--- config.mk ---
export PLATFORM = sky130hd
export DESIGN_NAME = period_match_timer
export DESIGN_NICKNAME = d
export VERILOG_FILES = /design/src/period_match_timer_pkg.sv /design/src/period_match_timer.sv /design/src/pmt_prescaler.sv /design/src/pmt_postscaler.sv
export VERILOG_INCLUDE_DIRS = /design/src
export SDC_FILE = /design/constraint.sdc
export NUM_CORES = 1
export LEC_CHECK = 0
export ABC_AREA = 1
export BUFFER_PORTS_ARGS = -buffer_cell sky130_fd_sc_hd__buf_2
export CAP_MARGIN = 10
export CORE_MARGIN = 2
export CORE_UTILIZATION = 50
export CTS_BUF_LIST = sky130_fd_sc_hd__clkbuf_2
export CTS_CLUSTER_DIAMETER = 40
export DETAILED_ROUTE_END_ITERATION = 10
export PLACE_DENSITY_LB_ADDON = 0.25
export SYNTH_ARGS = -nofsm -noshare
export SYNTH_HDL_FRONTEND = slang
export SYNTH_HIERARCHICAL = 1
export SYNTH_SLANG_ARGS = --single-unit
--- constraint.sdc ---
create_clock -name i_clk -period 5.6 [get_ports i_clk]
set_input_delay 0.28 -clock i_clk [delete_from_list [all_inputs] [get_ports i_clk]]
set_output_delay 0.28 -clock i_clk [all_outputs]
set_load 0.005 [all_outputs]
--- src/period_match_timer_defines.svh ---
// offsets, field positions, reset values and counts of the period match timer
// assumes a register port with a 3-bit word address and 8-bit data
// What this block does
// - count up from zero on prescaled ticks
// - prescale select picks divide by 1, 4, 16
// - compare count with period, pulse on match
// - match reloads count with zero next cycle
// - postscaler divides matches by select plus one
// - reset clears count, period becomes all ones
// - count or control write clears both scalers
// - control write leaves count unchanged
// - timer-on bit enables counting, clear stops it
// - count and period readable, writable any time
// - control bit 7 reads zero, fields reset zero
// - postscaler event sets flag, enable gates interrupt
`ifndef PERIOD_MATCH_TIMER_DEFINES_SVH
`define PERIOD_MATCH_TIMER_DEFINES_SVH

// register word addresses
`define PMT_ADDR_COUNT 3'h0
`define PMT_ADDR_PERIOD 3'h1
`define PMT_ADDR_CONTROL 3'h2
`define PMT_ADDR_FLAGS 3'h3
`define PMT_ADDR_IRQ_EN 3'h4

// control register fields
`define PMT_CTL_PRE_LSB 0
`define PMT_CTL_PRE_MSB 1
`define PMT_CTL_ON_BIT 2
`define PMT_CTL_POST_LSB 3
`define PMT_CTL_POST_MSB 6
`define PMT_CTL_IMPL_MASK 8'h7f

// flag and enable register field
`define PMT_FLAG_MATCH_BIT 1

// reset values
`define PMT_RST_COUNT 8'h00
`define PMT_RST_PERIOD 8'hff
`define PMT_RST_CONTROL 8'h00

// last divider count of each four-clock instruction cycle
`define PMT_OSC_PER_INST 2'h3

// prescale terminal counts
`define PMT_PRE_LAST_1 4'h0
`define PMT_PRE_LAST_4 4'h3
`define PMT_PRE_LAST_16 4'hf

`endif

--- src/period_match_timer_pkg.sv ---
// types shared by the period match timer files
// assumes nothing beyond a SystemVerilog compiler
package period_match_timer_pkg;

    typedef logic [7:0] byte_t;

    // one register port request
    typedef struct packed {
        logic [2:0] addr;
        byte_t wdata;
        logic wr;
        logic rd;
    } bus_req_s;

endpackage

--- src/period_match_timer.sv ---
// top of the period match timer: registers, counter, compare, flag, interrupt
// assumes i_clk is the oscillator; instruction ticks are made here by dividing by four
//
// The plain strobed port and the address map were decided locally.
`include "period_match_timer_defines.svh"

module period_match_timer (
    // clock and reset
    input wire logic i_clk,
    input wire logic i_rst_b,
    // register port
    input period_match_timer_pkg::bus_req_s i_bus,
    output period_match_timer_pkg::byte_t o_rdata,
    // events
    output logic o_match,
    output logic o_irq
);

    logic [1:0] div_r;
    logic inst_tick;
    period_match_timer_pkg::byte_t count_r;
    period_match_timer_pkg::byte_t count_nxt;
    period_match_timer_pkg::byte_t period_r;
    period_match_timer_pkg::byte_t control_r;
    logic flag_r;
    logic irq_en_r;
    logic wr_count;
    logic wr_period;
    logic wr_control;
    logic wr_flags;
    logic wr_irq_en;
    logic scaler_clr;
    logic timer_on;
    logic pre_tick;
    logic match_c;
    logic post_event;

    // write decode
    assign wr_count = i_bus.wr && (i_bus.addr == `PMT_ADDR_COUNT);
    assign wr_period = i_bus.wr && (i_bus.addr == `PMT_ADDR_PERIOD);
    assign wr_control = i_bus.wr && (i_bus.addr == `PMT_ADDR_CONTROL);
    assign wr_flags = i_bus.wr && (i_bus.addr == `PMT_ADDR_FLAGS);
    assign wr_irq_en = i_bus.wr && (i_bus.addr == `PMT_ADDR_IRQ_EN);
    assign scaler_clr = wr_count || wr_control;
    assign timer_on = control_r[`PMT_CTL_ON_BIT];

    // free-running divide by four for the instruction clock
    always_ff @(posedge i_clk or negedge i_rst_b) begin
        if (!i_rst_b) begin
            div_r <= 2'h0;
        end else begin
            div_r <= (div_r == `PMT_OSC_PER_INST) ? 2'h0 : div_r + 2'h1;
        end
    end
    assign inst_tick = (div_r == `PMT_OSC_PER_INST);

    // prescaler only runs while the timer is on
    pmt_prescaler u_pre (
        .i_clk(i_clk),
        .i_rst_b(i_rst_b),
        .i_en(inst_tick && timer_on),
        .i_clr(scaler_clr),
        .i_sel(control_r[`PMT_CTL_PRE_MSB:`PMT_CTL_PRE_LSB]),
        .o_tick(pre_tick)
    );

    // compare on every cycle; a match only counts on a tick
    assign match_c = pre_tick && (count_r == period_r);

    // next count: software write wins, then wrap on match, else step
    always_comb begin
        count_nxt = count_r; // control writes leave the count here
        if (wr_count) begin
            count_nxt = i_bus.wdata;
        end else if (pre_tick) begin
            count_nxt = match_c ? `PMT_RST_COUNT : count_r + 8'h01;
        end
    end

    // timer count register
    always_ff @(posedge i_clk or negedge i_rst_b) begin
        if (!i_rst_b) begin
            count_r <= `PMT_RST_COUNT;
        end else begin
            count_r <= count_nxt;
        end
    end

    // period register
    always_ff @(posedge i_clk or negedge i_rst_b) begin
        if (!i_rst_b) begin
            period_r <= `PMT_RST_PERIOD;
        end else if (wr_period) begin
            period_r <= i_bus.wdata;
        end
    end

    // control register, bit 7 not stored
    always_ff @(posedge i_clk or negedge i_rst_b) begin
        if (!i_rst_b) begin
            control_r <= `PMT_RST_CONTROL;
        end else if (wr_control) begin
            control_r <= i_bus.wdata & `PMT_CTL_IMPL_MASK;
        end
    end

    // postscaler fed by the unscaled match
    pmt_postscaler u_post (
        .i_clk(i_clk),
        .i_rst_b(i_rst_b),
        .i_match(match_c),
        .i_clr(scaler_clr),
        .i_sel(control_r[`PMT_CTL_POST_MSB:`PMT_CTL_POST_LSB]),
        .o_event(post_event)
    );

    // unscaled match output for other peripherals
    always_ff @(posedge i_clk or negedge i_rst_b) begin
        if (!i_rst_b) begin
            o_match <= 1'b0;
        end else begin
            o_match <= match_c;
        end
    end

    // sticky match event flag, a new event beats a write-one clear
    always_ff @(posedge i_clk or negedge i_rst_b) begin
        if (!i_rst_b) begin
            flag_r <= 1'b0;
        end else if (post_event) begin
            flag_r <= 1'b1;
        end else if (wr_flags && i_bus.wdata[`PMT_FLAG_MATCH_BIT]) begin
            flag_r <= 1'b0;
        end
    end

    // interrupt enable register
    always_ff @(posedge i_clk or negedge i_rst_b) begin
        if (!i_rst_b) begin
            irq_en_r <= 1'b0;
        end else if (wr_irq_en) begin
            irq_en_r <= i_bus.wdata[`PMT_FLAG_MATCH_BIT];
        end
    end

    // interrupt level, gated by the enable
    always_ff @(posedge i_clk or negedge i_rst_b) begin
        if (!i_rst_b) begin
            o_irq <= 1'b0;
        end else begin
            o_irq <= flag_r && irq_en_r;
        end
    end

    // read data, valid the cycle after the read strobe
    always_ff @(posedge i_clk or negedge i_rst_b) begin
        if (!i_rst_b) begin
            o_rdata <= 8'h00;
        end else if (i_bus.rd) begin
            case (i_bus.addr)
                `PMT_ADDR_COUNT: o_rdata <= count_r;
                `PMT_ADDR_PERIOD: o_rdata <= period_r;
                `PMT_ADDR_CONTROL: o_rdata <= control_r & `PMT_CTL_IMPL_MASK;
                `PMT_ADDR_FLAGS: o_rdata <= 8'(flag_r) << `PMT_FLAG_MATCH_BIT;
                `PMT_ADDR_IRQ_EN: o_rdata <= 8'(irq_en_r) << `PMT_FLAG_MATCH_BIT;
                default: o_rdata <= 8'h00;
            endcase
        end else begin
            o_rdata <= 8'h00;
        end
    end

    // checks on counting, match pulse, period write, control read, flag, reset values and scaler clears
    property p_step;
        @(posedge i_clk) disable iff (!i_rst_b)
            (pre_tick && !match_c && !wr_count) |=> count_r == $past(count_r) + 8'h01;
    endproperty
    a_step: assert property (p_step) else $error("count did not step on tick");

    property p_wrap;
        @(posedge i_clk) disable iff (!i_rst_b) (match_c && !wr_count) |=> count_r == 8'h00;
    endproperty
    a_wrap: assert property (p_wrap) else $error("count not reloaded after match");

    property p_match_out;
        @(posedge i_clk) disable iff (!i_rst_b)
            o_match |-> ($past(count_r) == $past(period_r) && $past(pre_tick));
    endproperty
    a_match_out: assert property (p_match_out) else $error("match pulse without equal compare");

    property p_ctl_keeps_count;
        @(posedge i_clk) disable iff (!i_rst_b) (wr_control && !wr_count) |=> count_r == $past(count_r);
    endproperty
    a_ctl_keeps_count: assert property (p_ctl_keeps_count) else $error("control write moved count");

    property p_off_holds;
        @(posedge i_clk) disable iff (!i_rst_b)
            (!timer_on && !wr_count) |=> (count_r == $past(count_r) && !o_match);
    endproperty
    a_off_holds: assert property (p_off_holds) else $error("timer moved while off");

    property p_on_counts;
        @(posedge i_clk) disable iff (!i_rst_b)
            (timer_on && control_r[1:0] == 2'h0 && inst_tick && !scaler_clr) |-> pre_tick;
    endproperty
    a_on_counts: assert property (p_on_counts) else $error("enabled timer missed a tick");

    property p_period_wr;
        @(posedge i_clk) disable iff (!i_rst_b) wr_period |=> period_r == $past(i_bus.wdata);
    endproperty
    a_period_wr: assert property (p_period_wr) else $error("period write lost");

    property p_ctl_bit7;
        @(posedge i_clk) disable iff (!i_rst_b) $past(i_bus.rd) |-> !o_rdata[7] || $past(i_bus.addr) < 3'h2;
    endproperty
    a_ctl_bit7: assert property (p_ctl_bit7) else $error("control bit 7 read as one");

    property p_flag_set;
        @(posedge i_clk) disable iff (!i_rst_b) post_event |=> flag_r ##1 (o_irq == irq_en_r || $past(wr_irq_en));
    endproperty
    a_flag_set: assert property (p_flag_set) else $error("event flag or interrupt wrong");

    property p_reset_values;
        @(posedge i_clk) $rose(i_rst_b) |-> (count_r == 8'h00 && period_r == 8'hff);
    endproperty
    a_reset_values: assert property (p_reset_values) else $error("reset values wrong");

    property p_write_clears;
        @(posedge i_clk) disable iff (!i_rst_b) scaler_clr |-> !pre_tick && !post_event;
    endproperty
    a_write_clears: assert property (p_write_clears) else $error("scaler advanced on clearing write");

    // checks on the divider, registers, read port, flag and interrupt
    property p_inst_rate;
        @(posedge i_clk) disable iff (!i_rst_b)
            inst_tick |=> !inst_tick ##1 !inst_tick ##1 !inst_tick ##1 inst_tick;
    endproperty
    a_inst_rate: assert property (p_inst_rate) else $error("instruction tick not every fourth clock");

    property p_count_wr;
        @(posedge i_clk) disable iff (!i_rst_b)
            wr_count |=> count_r == $past(i_bus.wdata);
    endproperty
    a_count_wr: assert property (p_count_wr) else $error("count write lost");

    property p_period_hold;
        @(posedge i_clk) disable iff (!i_rst_b)
            !wr_period |=> period_r == $past(period_r);
    endproperty
    a_period_hold: assert property (p_period_hold) else $error("period changed without a write");

    property p_ctl_wr;
        @(posedge i_clk) disable iff (!i_rst_b)
            wr_control |=> control_r == ($past(i_bus.wdata) & `PMT_CTL_IMPL_MASK);
    endproperty
    a_ctl_wr: assert property (p_ctl_wr) else $error("control write stored wrong");

    property p_ctl_top_zero;
        @(posedge i_clk) disable iff (!i_rst_b)
            !control_r[7];
    endproperty
    a_ctl_top_zero: assert property (p_ctl_top_zero) else $error("control bit 7 stored");

    property p_match_single;
        @(posedge i_clk) disable iff (!i_rst_b)
            o_match |=> !o_match;
    endproperty
    a_match_single: assert property (p_match_single) else $error("match pulse longer than one cycle");

    property p_match_needs_on;
        @(posedge i_clk) disable iff (!i_rst_b)
            o_match |-> $past(timer_on);
    endproperty
    a_match_needs_on: assert property (p_match_needs_on) else $error("match pulse while timer off");

    property p_rdata_idle;
        @(posedge i_clk) disable iff (!i_rst_b)
            !$past(i_bus.rd) |-> o_rdata == 8'h00;
    endproperty
    a_rdata_idle: assert property (p_rdata_idle) else $error("read data outside read cycle");

    property p_count_read;
        @(posedge i_clk) disable iff (!i_rst_b)
            ($past(i_bus.rd) && $past(i_bus.addr) == `PMT_ADDR_COUNT) |-> o_rdata == $past(count_r);
    endproperty
    a_count_read: assert property (p_count_read) else $error("count read back wrong");

    property p_flag_clear;
        @(posedge i_clk) disable iff (!i_rst_b)
            (wr_flags && i_bus.wdata[`PMT_FLAG_MATCH_BIT] && !post_event) |=> !flag_r;
    endproperty
    a_flag_clear: assert property (p_flag_clear) else $error("event flag not cleared by write one");

    property p_flag_sticky;
        @(posedge i_clk) disable iff (!i_rst_b)
            (flag_r && !(wr_flags && i_bus.wdata[`PMT_FLAG_MATCH_BIT])) |=> flag_r;
    endproperty
    a_flag_sticky: assert property (p_flag_sticky) else $error("event flag dropped by itself");

    property p_flag_cause;
        @(posedge i_clk) disable iff (!i_rst_b)
            $rose(flag_r) |-> $past(post_event);
    endproperty
    a_flag_cause: assert property (p_flag_cause) else $error("event flag set without postscale event");

    property p_irq_level;
        @(posedge i_clk) disable iff (!i_rst_b)
            o_irq == ($past(flag_r) && $past(irq_en_r));
    endproperty
    a_irq_level: assert property (p_irq_level) else $error("interrupt level wrong");

endmodule

--- src/pmt_prescaler.sv ---
// prescaler of the period match timer: 4-bit counter on instruction ticks
// assumes i_en is a one-cycle instruction tick already gated by timer-on
`include "period_match_timer_defines.svh"

module pmt_prescaler (
    // clock and reset
    input wire logic i_clk,
    input wire logic i_rst_b,
    // control
    input wire logic i_en,
    input wire logic i_clr,
    input wire logic [1:0] i_sel,
    // prescaled tick
    output logic o_tick
);

    logic [3:0] cnt_r;
    logic [3:0] last;

    // terminal count for the selected ratio
    function automatic logic [3:0] pre_last(input logic [1:0] sel);
        case (sel)
            2'h0: pre_last = `PMT_PRE_LAST_1;
            2'h1: pre_last = `PMT_PRE_LAST_4;
            default: pre_last = `PMT_PRE_LAST_16;
        endcase
    endfunction

    assign last = pre_last(i_sel);
    // a clear suppresses the tick of that cycle
    assign o_tick = i_en && !i_clr && (cnt_r >= last);

    // prescale counter
    always_ff @(posedge i_clk or negedge i_rst_b) begin
        if (!i_rst_b) begin
            cnt_r <= 4'h0;
        end else if (i_clr) begin
            cnt_r <= 4'h0;
        end else if (i_en) begin
            cnt_r <= (cnt_r >= last) ? 4'h0 : cnt_r + 4'h1;
        end
    end

    property p_pre_clear;
        @(posedge i_clk) disable iff (!i_rst_b) i_clr |=> cnt_r == 4'h0;
    endproperty
    a_pre_clear: assert property (p_pre_clear) else $error("prescaler not cleared");

    property p_pre_ratio;
        @(posedge i_clk) disable iff (!i_rst_b) (i_sel == 2'h1 && o_tick) |-> cnt_r == 4'h3;
    endproperty
    a_pre_ratio: assert property (p_pre_ratio) else $error("divide by 4 tick at wrong count");

endmodule

--- src/pmt_postscaler.sv ---
// postscaler of the period match timer: counts match pulses
// assumes i_match is a one-cycle pulse on the block clock
module pmt_postscaler (
    // clock and reset
    input wire logic i_clk,
    input wire logic i_rst_b,
    // control
    input wire logic i_match,
    input wire logic i_clr,
    input wire logic [3:0] i_sel,
    // scaled event
    output logic o_event
);

    logic [3:0] cnt_r;

    // event on the match that completes the selected count
    assign o_event = i_match && !i_clr && (cnt_r >= i_sel);

    // postscale counter
    always_ff @(posedge i_clk or negedge i_rst_b) begin
        if (!i_rst_b) begin
            cnt_r <= 4'h0;
        end else if (i_clr) begin
            cnt_r <= 4'h0;
        end else if (i_match) begin
            cnt_r <= (cnt_r >= i_sel) ? 4'h0 : cnt_r + 4'h1;
        end
    end

    property p_post_count;
        @(posedge i_clk) disable iff (!i_rst_b) o_event |-> cnt_r == i_sel;
    endproperty
    a_post_count: assert property (p_post_count) else $error("postscale event at wrong count");

    property p_post_clear;
        @(posedge i_clk) disable iff (!i_rst_b) i_clr |=> cnt_r == 4'h0;
    endproperty
    a_post_clear: assert property (p_post_clear) else $error("postscaler not cleared");

endmodule

Word level (Yosys, flattened, before mapping):

Index checks and enable logic that the tools add are counted.

* memory bits (writable): 0
* ROM bits: 0
* bits in latches: 0
* input bits: 15
* output and inout bits: 10
* memories kept: 0
* register bits: 45
* word-level logic and storage cells: 60

* div/mod/pow operators: 0
* reduce and logical (&&, ||, !) cells: 21
* equality and inequality tests: 7
* shift operators: 0
* mux-type cells: 15
* add/sub/neg operators: 4
* multipliers: 0
* bitwise operators: 0
* magnitude comparators: 2

Operators by type and width (count)
* $pmux W8 S5: 1
* $mux W8: 4
* $mux W4: 6
* $logic_and A1 B1 Y1: 13
* $add A4 B1 Y4 const B: 2
* $add A8 B1 Y8 const B: 1
* $eq A8 B8 Y1: 1
* $ge A4 B4 Y1: 2
* $pmux W4 S2: 1
* $reduce_bool A2 Y1: 4
* $eq A3 B2 Y1 const B: 2
* $eq A3 B1 Y1 const B: 1
* $eq A3 B3 Y1 const B: 1
* $logic_not A3 Y1: 1
* $add A2 B1 Y2 const B: 1
* $eq A2 B1 Y1 const B: 1
* $eq A2 B2 Y1 const B: 1
* $logic_not A2 Y1: 1
* $mux W1: 2
* $mux W2: 1
* $logic_not A1 Y1: 1
* $logic_or A1 B1 Y1: 1

Depth between registers and ports, before layout:

* depth after elaboration: 10
* mapped depth: 21

Hierarchy:

Netlist, hierarchy kept.

By module, submodules not included
* period_match_timer: cells an instance 251, area an instance 1978.1 um^2, sequential area each 935.9 um^2, instances 1
* pmt_postscaler: cells an instance 48, area an instance 342.8 um^2, sequential area each 100.1 um^2, instances 1
* pmt_prescaler: cells an instance 48, area an instance 342.8 um^2, sequential area each 100.1 um^2, instances 1

Worst setup path before layout:

Ideal clock, no wire load.

* path kind: register -> register
* from: register control_r[1]
* to: register u_post.cnt_r[2]
* data arrival time: 2.132 ns
* stages on the path, launching flop included: 18
* slack: 3.390 ns
* buffers on the path: 0
* required time: 5.522 ns
* setup time: 0.078 ns
* cells stage by stage: dfrtp_1 > nor2_1 > inv_1 > ha_1 > nand4_1 > nand3_1 > nand2_1 > inv_1 > inv_1 > a21oi_1 > nand2_1 > nor2_1 > nand3_2 > inv_1 > inv_1 > nor2_2 > nand3_1 > o21bai_1

* word-level cells in the longest chain between the ends: 6
* elaborated cells between the ends (all ways): 7
* those cells by class: order compare: 1; eq/ne: 1; mux: 1; reduce/logical: 4

RTL lines
* start: declaration: RTL line period_match_timer.sv:24 `period_match_timer_pkg::byte_t control_r;`
* start signal: assignment: RTL line period_match_timer.sv:101 `` control_r <= `PMT_RST_CONTROL; ``
* start signal: assignment: RTL line period_match_timer.sv:103 `` control_r <= i_bus.wdata & `PMT_CTL_IMPL_MASK; ``
* $eq A2 B1 Y1 / $logic_not A2 Y1 (equally long branches): RTL line pmt_prescaler.sv:22 `case (sel)`
* $pmux W4 S2 (*): RTL line pmt_prescaler.sv:22
* $ge A4 B4 Y1 (*): RTL line pmt_prescaler.sv:31 `assign o_tick = i_en && !i_clr && (cnt_r >= last);`
* $logic_and A1 B1 Y1 (*): RTL line pmt_prescaler.sv:31
* named net pre_tick: RTL line period_match_timer.sv:34 `logic pre_tick;`
* $logic_and A1 B1 Y1 (*): RTL line period_match_timer.sv:68 `assign match_c = pre_tick && (count_r == period_r);`
* named net match_c: RTL line period_match_timer.sv:35 `logic match_c;`
* $reduce_bool A2 Y1 (no source line) (*)
* end signal: assignment: RTL line pmt_postscaler.sv:27 `cnt_r <= (cnt_r >= i_sel) ? 4'h0 : cnt_r + 4'h1;`
* end: declaration: RTL line pmt_postscaler.sv:15 `logic [3:0] cnt_r;`

The timed path passes the listed nets; every way through them passes the cells marked *.
A chain may end at the register's enable or synchronous reset.

Worst setup path in the final report:

* from: register control_r[0]
* to: register u_post.cnt_r[0]

The elaborated chain is that of the path after synthesis.

==> impl_metrics.py <==
metrics = {
    "critical_path": {
        "path_class": "reg2reg",
        "critPathMaxStageDelay_ns": 0.46,
        "worstPathMaxFanout": 9,
        "required_ns": 5.93,
        "reg2reg_from": "control_r[0]",
        "critPathLaunchType": "flop",
        "crit_buf_inv": 5,
        "worst_path_most_repeated_cell": "inv_1",
        "cpMaxStageDelayCell": "dfrtp_1",
        "cp_cell_sequence": "nor2_1, inv_1, ha_1, nand4_1, nand3_1, nand2_1, inv_1, inv_1, a21oi_1, nand2_1, nor2_1, nand3_2, inv_1, inv_1, nor2_2, nand2_1, o21bai_1",
        "crit_path_end_kind": "flop",
        "cpLargestDelayFamily": "simple AND/OR/NAND/NOR gates",
        "worstPathArrival_ns": 2.98,
        "crit_path_start": "control_r[0]",
    },
    "route": {
        "final_antenna_net_count": 0,
        "dr.pass1.iters": 6,
        "detail_route.wl_per_cell_um": 12.31,
        "routed_wl_um": 5478,
        "first_iter_violations": 136,
        "viasPerCell": 5.065,
        "drc": 0,
        "vias": 2254,
    },
    "grt": {
        "grt-ovfl-total": 0,
        "antenna_found_initial": 0,
        "grt_first_pass_wirelength_um": 9515,
        "grt_use_total": 0.2006,
        "grt_pass1_vias": 2161,
        "grt_max_degree": 46,
    },
    "sta": {
        "fin_hold_ws_ns": 0.003690,
        "final_hold_viol_count": 0,
        "setup_slack_ns": 2.953,
        "slew_headroom": 0.3419,
        "worst_pin_slew_ns": 0.9871,
        "fmax_mhz": 377.8,
        "setup_tns_ns": 0,
        "min_period_over_period": 0.4727,
        "slew_violations": 0,
        "finalSetupViolations": 0,
        "clock_skew_ns": 0.02703,
        "rsz0062_at_grt": "false",
        "finalCriticalPeriod_ns": 2.647,
    },
    "logic_synthesis": {
        "synth-edff-count": 0,
        "async_flop_share": 1.000,
        "syn-num-nets": 374,
        "yosys_warnings": 6,
        "synthCells": 347,
        "synth_top_area_frac": 0.3476,
        "synth_cell_types": 30,
        "synth_area_per_cell_um2": 7.677,
        "synth.most_common_cell": "nand2_1",
        "ys_seq_area_frac": 0.4265,
        "synth-main-ff-cell": "dfrtp_1",
        "ys_seq_elements": 45,
        "syn-cell-area_um2": 2664,
        "synth_area_leaders": "dfrtp_1 35%, nand2_1 13%, inv_1 10%",
        "synth_commonest_cells": "93 x nand2_1, 72 x inv_1, 37 x dfrtp_1",
        "yosysTopAreaCell": "dfrtp_1",
    },
    "die": {
        "coreArea_um2": 5140,
        "die_area_um2": 5927,
        "ioPinCount": 25,
        "start_util": 0.5183,
        "fp.dieH_um": 76.99,
        "die_w_um": 76.99,
        "row_count": 26,
    },
    "final_layout": {
        "layout.nets": 401,
        "final_util": 0.5638,
        "seqCellArea_um2": 1136,
        "nFillCells": 499,
        "drive_gt1_frac": 0.1653,
        "fin_area_um2": 2898,
        "stdcell_count": 445,
        "area_growth_pct": 8.783,
        "multi_input_area_um2": 1215,
        "antenna-diode-count": 0,
    },
    "pwr": {
        "total_power_mw": 0.8548,
        "combPwrFrac": 0.288,
        "internal-power_mw": 0.5517,
        "p_leak_nw": 1.646,
        "ir_drop_mv": 0.1369,
        "p_sw_mw": 0.3031,
        "power_density_nw_per_um2": 295.0,
        "p_seq_frac": 0.504,
        "power.share.clock": 0.208,
        "switching_share": 0.3546,
    },
    "clock_tree": {
        "clock_sinks": 45,
        "hold_buffers": 0,
        "cts_buffers": 5,
        "tritoncts": "yes",
        "htreeDepth": 2,
        "ctsResizeCount": 0,
        "max-clock-path-buffers": 2,
        "clkTransAtPathRegs_ns": 0.23,
        "root_buffer": "clkbuf_2",
        "clk_latency_ns": 0.41,
        "cts_setup_buffers": 0,
    },
    "place": {
        "place_ws_ns": 2.936,
        "place_area_um2": 2833,
        "gp_congestion": 0.8597,
        "placed_cells": 437,
        "numPortBuffers": 24,
        "dp_hpwl_um": 4098,
    },
    "run_status": {
        "status": "finished, final reports clean",
    },
    "job": {
        "drv_cap": 0,
    },
    "worst_hold_path": {
        "holdCritPathClass": "in2async",
    },
}
sequential cells by signal, indices dropped and copies added, names as in the netlist:
| name | count |
|---|---|
| control_r | 7 |
| count_r | 8 |
| div_r | 2 |
| flag_r | 1 |
| irq_en_r | 1 |
| o_irq | 1 |
| o_match | 1 |
| o_rdata | 8 |
| period_r | 8 |
| u_post/cnt_r | 4 |
| u_pre/cnt_r | 4 |
area by class of cell:
| class | count | share of cell area |
|---|---|---|
| timing repair buffer | 24 | 0.04145 |
| inverter | 73 | 0.09456 |
| sequential | 45 | 0.3921 |
| clock buffer | 6 | 0.01036 |
| tap | 70 | 0.03022 |
| clock inverter | 2 | 0.01209 |
| multi-input combinational | 225 | 0.4193 |
layout by cell type (no fill, tap or decap), types with 6 or more instances in the layout:
cell type and n:
dfstp_2 8, nand3_1 22, dfrtp_1 37, ha_1 12
nor2_1 25, nand2_1 93, a21oi_1 9, o21bai_1 9
o22ai_1 9, o21ai_2 8, clkbuf_2 6, o21ai_1 7
inv_1 72, buf_2 24
worst paths after layout:
check	to	slack [ns]	cells past startpoint
min in group i_clk	period_r[7]	0.08	3
hold reg to reg	div_r[0]	0.44	1
max in group asynchronous	u_post/cnt_r[1]	4.98	1
hold / removal	count_r[1]	0.004	1
setup / recovery	u_post/cnt_r[0]	2.95	17
setup reg to reg	u_post/cnt_r[0]	2.95	17
worst reg2reg max path, cell delays in order (launching register included):
cell      delay (ns)
dfrtp_1         0.46
nor2_1          0.15
inv_1           0.06
ha_1            0.27
nand4_1         0.08
nand3_1         0.19
nand2_1         0.08
inv_1           0.08
inv_1           0.08
a21oi_1         0.12
nand2_1         0.06
nor2_1          0.11
nand3_2         0.21
inv_1           0.15
inv_1           0.06
nor2_2          0.18
nand2_1         0.07
o21bai_1        0.15
power by group through the flow:
stage	Combinational, mW	Clock [mW]	Sequential [mW]
3_5_place_dp	0.246	0	0.435
6_report	0.246	0.178	0.431
5_1_grt	0.289	0.198	0.438
2_1_floorplan	0.186	0	0.421
3_3_place_gp	0.240	0	0.435
4_1_cts	0.248	0.184	0.429
per-layer routing:
metal / track usage / up-vias / wire [um]
li1: - / 1149 / -
met1: 0.2686 / 1036 / 2527
met2: 0.3316 / 64 / 2558
met3: 0.03647 / 5 / 336
met4: 0.06250 / 0 / 55
met5: 0 / - / 0
logic make-up after synthesis:
family                   Yosys count  synth area share
AO/OA/AOI/OAI                     52            0.1296
adder cells (fa/ha/maj)           12           0.05636
AND/OR/NAND/NOR                  161            0.2701
flip-flops                        45            0.4265
buffers and inverters             77            0.1174
No activity file was read; power rests on OpenSTA's default activity.
